--- src/cps_map.svh ---
// Constants for the cam program select input block
`ifndef CPS_MAP_SVH
`define CPS_MAP_SVH
`define CPS_PADDR_CTRL      12'h000
`define CPS_PADDR_STATUS    12'h004
`define CPS_PADDR_PROGRAM   12'h008
`define CPS_CTRL_RELEASE    0
`define CPS_CTRL_ZERO       1
`define CPS_CTRL_RESET      32'h0000_0000
`define CPS_CLK_HZ          25000000
`define CPS_DEBOUNCE_US     1000
`define CPS_DEBOUNCE_CYC    ((`CPS_CLK_HZ / 1000000) * `CPS_DEBOUNCE_US)
`define CPS_ZERO_HOLD_MS    100
`define CPS_ZERO_HOLD_CYC   ((`CPS_CLK_HZ / 1000) * `CPS_ZERO_HOLD_MS)
`define CPS_FREEZE_US       1000
`define CPS_FREEZE_CYC      ((`CPS_CLK_HZ / 1000000) * `CPS_FREEZE_US)
`define CPS_NUM_INPUTS      6
`endif

--- src/cps_pkg.sv ---
// Types for the cam program select input block
`default_nettype none
package cps_pkg;
  typedef enum logic [2:0] {
    CPS_IDLE   = 3'b001,
    CPS_QUAL   = 3'b010,
    CPS_RECALC = 3'b100
  } cps_zero_type;
endpackage : cps_pkg
`default_nettype wire

--- src/cps_inputs.sv ---
// Discrete program select, permit and zero-offset inputs with APB registers
`include "cps_map.svh"
`default_nettype none
module cps_inputs #(
  parameter int DEBOUNCE_CYC = `CPS_DEBOUNCE_CYC,
  parameter int ZERO_CYC     = `CPS_ZERO_HOLD_CYC,
  parameter int FREEZE_CYC   = `CPS_FREEZE_CYC
) (
  input  wire logic        I_CLK,              // 25 MHz clock
  input  wire logic        I_SYS_RST,          // Sync reset, active high
  input  wire logic        I_CE,               // Clock enable
  input  wire logic        I_PSEL,             // APB select
  input  wire logic        I_PENABLE,          // APB enable
  input  wire logic        I_PWRITE,           // APB write
  input  wire logic [11:0] I_PADDR,            // APB byte address
  input  wire logic [31:0] I_PWDATA,           // APB write data
  output logic      [31:0] O_PRDATA,           // APB read data
  output logic             O_PREADY,           // APB ready
  output logic             O_PSLVERR,          // APB error
  input  wire logic [3:0]  I_PROGRAM_NUMBER,   // Pins, 1 = 24 V
  input  wire logic        I_PROGRAM_TAKE_STROBE, // Pin, 1 = 24 V
  input  wire logic        I_NETID_BIT3_INPUT, // Pin, 1 = 24 V / 0 = GND
  input  wire logic [2:0]  I_NETID_LOW,        // Netid bits 0..2
  input  wire logic        I_CHANGE_REQ,       // Parameter change request
  output logic             O_CHANGE_ACCEPT,    // Change accepted
  output logic             O_CHANGE_REJECT,    // Change rejected
  output logic      [3:0]  O_NETID,            // Effective network id
  output logic      [3:0]  O_ACTIVE_PROGRAM,   // Latched program
  output logic             O_PROGRAMMING_PERMIT, // Permit state
  output logic             O_RECALC,           // Cam table recompute pulse
  output logic             O_OUTPUTS_FROZEN    // Hold cam outputs
);
  import cps_pkg::*;

  localparam int NI = `CPS_NUM_INPUTS;
  logic [NI-1:0] raw;
  logic [NI-1:0] s1_ff, s2_ff, stable_ff, nxt_stable;
  logic [NI-1:0] prev_ff;
  logic [NI-1:0][19:0] cnt_ff, nxt_cnt;

  assign raw = {I_NETID_BIT3_INPUT, I_PROGRAM_TAKE_STROBE, I_PROGRAM_NUMBER};

  // Bounce filter: a level must stand for the whole window before it counts
  // Trade-off: every take and zero request is delayed by the same window
  genvar g;
  generate
    for (g = 0; g < NI; g++) begin : g_deb
      always_comb begin
        nxt_cnt[g]    = cnt_ff[g];
        nxt_stable[g] = stable_ff[g];
        if (s2_ff[g] == stable_ff[g]) begin
          nxt_cnt[g] = 20'h00000;
        end else if (cnt_ff[g] >= 20'(DEBOUNCE_CYC - 1)) begin
          nxt_cnt[g]    = 20'h00000;
          nxt_stable[g] = s2_ff[g];
        end else begin
          nxt_cnt[g] = cnt_ff[g] + 20'h00001;
        end
      end
    end
  endgenerate

  always_ff @(posedge I_CLK) begin
    if (I_SYS_RST) begin
      s1_ff     <= '0;
      s2_ff     <= '0;
      stable_ff <= '0;
      prev_ff   <= '0;
      cnt_ff    <= '0;
    end else if (I_CE) begin
      s1_ff     <= raw;
      s2_ff     <= s1_ff;
      stable_ff <= nxt_stable;
      prev_ff   <= stable_ff;
      cnt_ff    <= nxt_cnt;
    end
  end

  // Control register
  logic [1:0]  ctrl_ff, nxt_ctrl;
  logic [3:0]  prog_ff, nxt_prog;
  logic        take_rise, zero_opt, rel_opt, pin_low;
  logic [3:0]  prog_val;
  logic        wr;

  assign wr = I_PSEL & I_PENABLE & I_PWRITE;
  assign rel_opt  = ctrl_ff[`CPS_CTRL_RELEASE];
  assign zero_opt = ctrl_ff[`CPS_CTRL_ZERO];
  assign take_rise = stable_ff[4] & ~prev_ff[4];
  assign pin_low   = ~stable_ff[5];
  // Zero option drops the top bit, leaving programs 0..7
  assign prog_val = zero_opt ? {1'b0, stable_ff[2:0]}
                             : stable_ff[3:0];

  always_comb begin
    nxt_ctrl = ctrl_ff;
    nxt_prog = prog_ff;
    if (wr && I_PADDR == `CPS_PADDR_CTRL) begin
      nxt_ctrl = I_PWDATA[1:0];
    end
    if (take_rise) begin
      nxt_prog = prog_val;
    end
  end

  always_ff @(posedge I_CLK) begin
    if (I_SYS_RST) begin
      ctrl_ff <= 2'(`CPS_CTRL_RESET);
      prog_ff <= 4'h0;
    end else if (I_CE) begin
      ctrl_ff <= nxt_ctrl;
      prog_ff <= nxt_prog;
    end
  end

  // Permit: grounded pin allows programming; open pin (reads high) locks.
  // Without the release option the pin is a netid bit and never locks.
  logic permit;
  assign permit = rel_opt ? pin_low : 1'b1;
  assign O_NETID = rel_opt ? {1'b0, I_NETID_LOW}
                           : {stable_ff[5], I_NETID_LOW};

  // Zero-offset request qualifier and recompute sequencer
  // Limitation: a request already high when the option is set is ignored
  cps_zero_type st_ff, nxt_st;
  logic [23:0]  zc_ff, nxt_zc;
  logic         recalc_ff, nxt_recalc;

  always_comb begin
    nxt_st     = st_ff;
    nxt_zc     = zc_ff;
    nxt_recalc = 1'b0;
    unique case (st_ff)
      CPS_IDLE: begin
        nxt_zc = 24'h000000;
        if (zero_opt && stable_ff[3] && !prev_ff[3]) begin
          nxt_st = CPS_QUAL;
        end
      end
      CPS_QUAL: begin
        if (!stable_ff[3] || !zero_opt) begin
          nxt_st = CPS_IDLE;
        end else if (zc_ff >= 24'(ZERO_CYC - 1)) begin
          nxt_st     = CPS_RECALC;
          nxt_zc     = 24'h000000;
          nxt_recalc = 1'b1;
        end else begin
          nxt_zc = zc_ff + 24'h000001;
        end
      end
      CPS_RECALC: begin
        // Outputs held while tables are rebuilt; request must drop to re-arm
        if (zc_ff >= 24'(FREEZE_CYC - 1)) begin
          if (!stable_ff[3]) begin
            nxt_st = CPS_IDLE;
          end
        end else begin
          nxt_zc = zc_ff + 24'h000001;
        end
      end
    endcase
  end

  always_ff @(posedge I_CLK) begin
    if (I_SYS_RST) begin
      st_ff     <= CPS_IDLE;
      zc_ff     <= 24'h000000;
      recalc_ff <= 1'b0;
    end else if (I_CE) begin
      st_ff     <= nxt_st;
      zc_ff     <= nxt_zc;
      recalc_ff <= nxt_recalc;
    end
  end

  assign O_RECALC         = recalc_ff;
  assign O_OUTPUTS_FROZEN = (st_ff == CPS_RECALC) &&
                            (zc_ff < 24'(FREEZE_CYC - 1));
  assign O_ACTIVE_PROGRAM = prog_ff;
  assign O_PROGRAMMING_PERMIT = permit;
  assign O_CHANGE_ACCEPT  = I_CHANGE_REQ & permit;
  assign O_CHANGE_REJECT  = I_CHANGE_REQ & ~permit;

  // APB: zero-wait slave, unmapped address reads zero with error
  logic mapped;
  assign mapped = (I_PADDR == `CPS_PADDR_CTRL) ||
                  (I_PADDR == `CPS_PADDR_STATUS) ||
                  (I_PADDR == `CPS_PADDR_PROGRAM);
  assign O_PREADY  = 1'b1;
  assign O_PSLVERR = I_PSEL & I_PENABLE & ~mapped;

  // Read data is captured in the setup phase, so the access phase shows it
  // from a flip-flop without costing a wait state
  logic        rd_setup;
  logic [31:0] prdata_ff, nxt_prdata;
  assign rd_setup = I_PSEL & ~I_PENABLE & ~I_PWRITE;

  always_comb begin
    nxt_prdata = 32'h0000_0000;
    if (rd_setup) begin
      unique case (I_PADDR)
        `CPS_PADDR_CTRL:    nxt_prdata = {30'h0, ctrl_ff};
        `CPS_PADDR_STATUS:  nxt_prdata = {26'h0, O_OUTPUTS_FROZEN,
                                          st_ff == CPS_QUAL, stable_ff[5],
                                          stable_ff[4], stable_ff[3],
                                          permit};
        `CPS_PADDR_PROGRAM: nxt_prdata = {28'h0, prog_ff};
        default:            nxt_prdata = 32'h0000_0000;
      endcase
    end
  end

  always_ff @(posedge I_CLK) begin
    if (I_SYS_RST) begin
      prdata_ff <= 32'h0000_0000;
    end else if (I_CE) begin
      prdata_ff <= nxt_prdata;
    end
  end

  assign O_PRDATA = prdata_ff;
endmodule : cps_inputs
`default_nettype wire

--- config.mk ---
export PLATFORM = sky130hd
export DESIGN_NAME = cps_inputs
export DESIGN_NICKNAME = d
export VERILOG_FILES = /design/src/cps_pkg.sv /design/src/cps_inputs.sv
export VERILOG_INCLUDE_DIRS = /design/src /design/src/src
export SDC_FILE = /design/constraint.sdc
export NUM_CORES = 1
export LEC_CHECK = 0
export BUFFER_PORTS_ARGS = -buffer_cell sky130_fd_sc_hd__buf_4
export CAP_MARGIN = 20
export CORE_MARGIN = 4
export CORE_UTILIZATION = 58
export DETAILED_ROUTE_END_ITERATION = 6
export GPL_ROUTABILITY_DRIVEN = 0
export MAX_ROUTING_LAYER = met4
export PLACE_DENSITY_LB_ADDON = 0.05
export SYNTH_ARGS = -nofsm -noshare
export SYNTH_HDL_FRONTEND = slang
export SYNTH_SLANG_ARGS = --single-unit
--- constraint.sdc ---
create_clock -name I_CLK -period 2.9 [get_ports I_CLK]
set_input_delay 0.435 -clock I_CLK [delete_from_list [all_inputs] [get_ports I_CLK]]
set_output_delay 0.435 -clock I_CLK [all_outputs]
set_load 0.05 [all_outputs]
; ---- Yosys cells after proc, flatten, opt, wreduce, memory -nomap -nowiden
; Index checks and enable logic that the tools add are counted.
[word_totals]
regBits = 209
wordCells = 125
mem_count = 0
mem_bits_rw = 0
latch_bits = 0
out_inout_bits = 47
rom_bits = 0
[classes]
muxes = 30
multipliers = 0
n_addsub = 7
n_eq_ne = 17
bitwise_logic = 20
n_lt_le_gt_ge = 9
reduce_logical = 21
n_shift = 0
n_div = 0
[op_table]
columns = operator, count
row1 = $mux 20, 12
row2 = $add 20x1->20 const B, 6
row3 = $ge 20x15->1 const B, 6
row4 = $mux 24, 3
row5 = $pmux 24 s3, 1
row6 = $add 24x1->24 const B, 1
row7 = $ge 24x15->1 const B, 1
row8 = $ge 24x22->1 const B, 1
row9 = $lt 24x15->1 const B, 1
row10 = $reduce_and 3->1, 7
row11 = $pmux 6 s3, 1
row12 = $mux 3, 5
row13 = $eq 12x3->1 const B, 1
row14 = $eq 12x4->1 const B, 1
row15 = $logic_not 12->1, 1
row16 = $not 1->1, 12
row17 = $ne 2x2->1 const B, 5
row18 = $pmux 3 s3, 1
row19 = $and 1x1->1, 8
row20 = $mux 4, 2
row21 = $eq 1x1->1, 6
row22 = $mux 6, 1
row23 = $reduce_and 5->1, 1
row24 = $logic_and 1x1->1, 4
row25 = 8 further kinds, 16

; ---- Depth between registers and ports, before layout
[logic_depth]
ltp_word = 5
depth_mapped = 8
depth_no_buf = 7

; ---- Worst setup path before layout
; OpenSTA, ideal clock, no wires.
[synth_path]
path_type = flip-flop to output port
start = register zc_ff[0]
end = output O_OUTPUTS_FROZEN
arrival_ps = 1857
path_slack_ps = 608
stages_incl_launch_ff = 6
path_cell_list = dfxtp_1 > ha_1 > a211o_1 > a21o_1 > a311oi_1 > and2_1
[synth_via]
elab_chain_cells = 2
[synth_rtl]
columns = item, line
row1 = from (decl), cps_inputs.sv:126  ; logic [23:0] zc_ff, nxt_zc;
row2 = from (signal assigned), cps_inputs.sv:171  ; zc_ff <= nxt_zc;
row3 = $lt 24x15->1, cps_inputs.sv:178  ; (zc_ff < 24'(FREEZE_CYC - 1));
row4 = $logic_and 1x1->1, cps_inputs.sv:177  ; assign O_OUTPUTS_FROZEN = (st_ff == CPS_RECALC) &&
row5 = to (decl), cps_inputs.sv:31  ; output logic O_OUTPUTS_FROZEN
; Every way passes these cells.

; ---- Final worst setup path
; Ends and elaborated chain as after synthesis.

==> results.tsv <==
metric	value	unit
outcome	finished, final reports clean	
Min-Delay Startpoint	I_PROGRAM_TAKE_STROBE	
cell area after placement	9180	µm²
maximum vdd drop	0.475	mV
leading cell types by total area after synthesis	dfxtp_1, nand2_1, nor2_1, mux2i_1, nand3_1	
Data required, critical path	2470	ps
Layout fillers	1271	
Detailed Place HPWL	13.0	mm
Max Transition Viols Final	0	
Setup crit start kind	register	
number of top-level design ports	107	
Critical Setup Path Class	reg -> out	
logic depth of the worst register-to-register path	7	
aggregate global routing overflow	0	
first-pass detailed-route iteration total	4	
I/O Buffers	43	
Switching Power	1.26	mW
worst skew pair latency	440	ps
leading area contributor after synthesis	dfxtp_1	
via count	7546	
static leakage	3.59	nW
Die Outline Area	17200	µm²
share of total power in the clock network	0.459	
share of the cycle needed by the critical path after routing	0.955	
initial antenna violation count	0	
total of endpoints with negative setup slack in the final report	0	
pin count of the biggest net entering global routing	69	
number of global-route vias before repair	6813	
tightest slew margin relative to the limit	0.332	
launch instance of the worst register-to-register path	cnt_ff[40]$_SDFFE_PP0P_	
Hold EP	s1_ff[4]$_SDFFE_PP0P_	
Root Buffer	clkbuf_16	
multi-input gate area in the final layout	4810	µm²
WL per Instance	15.1	µm
All-Layer GR Usage	0.236	
count of buffers added by post-CTS timing repair for setup	0	
commonest register cell after synthesis	dfxtp_1	
maximum clock rate	361	MHz
Yosys reg bits	180	
data arrival at the endpoint of the critical path	2340	ps
min cycle time layout	2770	ps
part of the power in registers	0.483	
TritonCTS buffer count	17	
Total Wirelength	19.4	mm
Placement Setup Slack	464	ps
proportion of layout cells with a drive suffix above 1	0.103	
actual transition at the worst max-transition pin	998	ps
final instance area	9800	µm²
count of mapped cells out of synthesis	1056	
level count of the clock H-tree	4	
count of unresolved DRC violations after routing	0	
buffer depth of the longest clock path	2	
number of stages on the worst hold path	3	
pwr dens	527	nW/µm²
vias per std cell	5.87	
Starting Density	0.597	
register cell area after layout	3600	µm²
synthesized area	8770	µm²
# hold bufs at CTS	0	
CTS clk-pin slew, worst paths	70	ps
worst reg2reg setup slack	370	ps
number of synthesized flops with an enable pin	0	
count of synthesis-stage warnings from yosys	0	
combinational cell fraction of total power	0.058	
Int Pwr	3.91	mW
average size of a mapped cell	8.31	µm²
count of antenna-violating nets left after detailed routing	0	
worst-case setup margin in the final layout	129	ps
FF-to-FF End	cnt_ff[45]$_SDFFE_PP0P_	
number of violations reported at the end of detailed-routing iteration 0	520	
area delta synth->final	11.7	%
Sinks on Clock Net	180	
worst min-delay path class	in -> reg	
antenna diode instance count	0	
number of distinct library cells after synthesis	64	
setup repair after global routing missed its margin	no	
wire length of the first global-routing pass	32.1	mm
share of Yosys cell area claimed by the top area cell type	0.411	
Max-cap violations	0	
Core Footprint	14700	µm²
CTS tree	yes	
Sum Neg Setup Slack	0	ps
crit-path max FO	7	
Horiz. Die Dim	131	µm
number of rows created at floorplan	44	
sequential area share after synthesis	0.411	
switching share of total power	0.243	
worst clock skew on the final layout	16.4	ps
NumNets Final	1156	
Die H	131	µm
number of failing hold endpoints at the final stage	0	
category of the worst setup path capture point	output pin	
share of flip-flops with an asynchronous set or reset	0	
worst max path at each step:
| stage | cells after the start | end | slack [ps] | start |
|---|---|---|---|---|
| 2_1_floorplan | 5 | O_OUTPUTS_FROZEN | 610 | zc_ff[0]$_SDFFE_PP0P_ |
| 3_3_place_gp | 6 | O_OUTPUTS_FROZEN | 500 | zc_ff[0]$_SDFFE_PP0P_ |
| 3_5_place_dp | 7 | cnt_ff[51]$_SDFFE_PP0P_ | 460 | cnt_ff[40]$_SDFFE_PP0P_ |
| 4_1_cts | 6 | O_OUTPUTS_FROZEN | 10 | zc_ff[0]$_SDFFE_PP0P_ |
| 5_1_grt | 6 | O_OUTPUTS_FROZEN | 8 | zc_ff[0]$_SDFFE_PP0P_ |
| 6_report | 6 | O_OUTPUTS_FROZEN | 130 | zc_ff[0]$_SDFFE_PP0P_ |
worst max-delay path, cell delays in order (launching register included):
cell	delay, ps
dfxtp_1	350
ha_1	300
a211o_1	320
a21o_1	210
a311oi_2	320
and2_1	200
buf_4	200
cell usage after synthesis (all sizes together) (7+ instances only):
library cell    n
nor4           19
a31oi          25
and3           25
or3            19
a211oi          9
nand4          22
o21ai          56
xnor2          24
a41oi           7
xor2           13
a21oi          49
nor3b           9
nor2          100
nor2b           7
ha              7
nor3           37
clkbuf         30
nand2b          7
and4            7
inv            16
dfxtp         180
mux2i          35
and2           39
o211ai          8
nand2         116
a21o           10
a22oi           7
buf            43
nand3          60
layout make-up:
class / count / share of cell area
clock inverters: 13 / 0.0163
inverters: 17 / 0.00651
clock buffers: 19 / 0.0462
flip-flops and latches: 180 / 0.368
repair buffers: 62 / 0.0488
multi-input cells: 811 / 0.491
well taps: 184 / 0.0235
layout by cell type, fill, tap and decap left out, types with 8 or more instances in the layout:
cell / instances
xnor2_1: 24
mux2i_1: 35
dfxtp_1: 180
or3_1: 18
buf_4: 61
nand2_1: 116
inv_1: 16
xor2_1: 13
nor3b_1: 8
o21ai_0: 53
nor3_1: 35
nor2_1: 99
a211oi_1: 9
and3_1: 25
nand4_1: 22
conb_1: 27
a21o_1: 10
nand3_1: 60
a31oi_1: 25
and2_1: 39
clkbuf_16: 17
nor4_1: 13
a21oi_1: 49
o211ai_1: 8
kinds of logic after synthesis:
group / share of synthesized area
flops: 0.411
xor+xnor: 0.0369
simple gates: 0.291
compound gates: 0.157
fa+ha+maj: 0.00998
other cells: 0.000856
buf+inv: 0.0532
mux: 0.0399
power by group through the flow:
stage / Sequential (mW) / Combinational, mW / Clock (mW)
3_3_place_gp: 2.55 / 0.294 / 0
2_1_floorplan: 2.55 / 0.253 / 0
3_5_place_dp: 2.55 / 0.296 / 0
5_1_grt: 2.50 / 0.324 / 2.53
4_1_cts: 2.50 / 0.297 / 2.43
6_report: 2.50 / 0.298 / 2.37
routing by layer:
layer	GRT usage	up-vias	routed length, µm
li1	-	3834	-
met1	0.307	3566	9470
met2	0.372	129	9020
met3	0.0520	17	673
met4	0.0659	0	205
met5	-	-	0
repair_timing:
| action | 4_1_cts | 5_1_grt |
|---|---|---|
| endpoints found under the hold margin | 0 | 0 |
| gates resized for setup | 0 | 1 |
| endpoints found under the setup margin | 0 | 1 |
stage by stage:
stage / util / total power [mW] / hold WS [ps] / cells
after floorplan: - / 2.80 / 420 / 1081
after global placement: 0.625 / 2.85 / 435 / 1254
after detailed placement: 0.625 / 2.85 / 436 / 1254
after CTS: 0.666 / 5.22 / 222 / 1286
after global routing: 0.667 / 5.35 / 233 / 1286
final: 0.667 / 5.17 / 232 / 1286
flip-flops by register name, indices dropped and copies added (netlist names):
signal	cells
st_ff	3
cnt_ff	120
s2_ff	6
O_RECALC	1
O_PRDATA	6
O_ACTIVE_PROGRAM	4
zc_ff	24
ctrl_ff	2
stable_ff	6
s1_ff	6
prev_ff	2
Note: power is estimated with default switching activity, not from simulation.
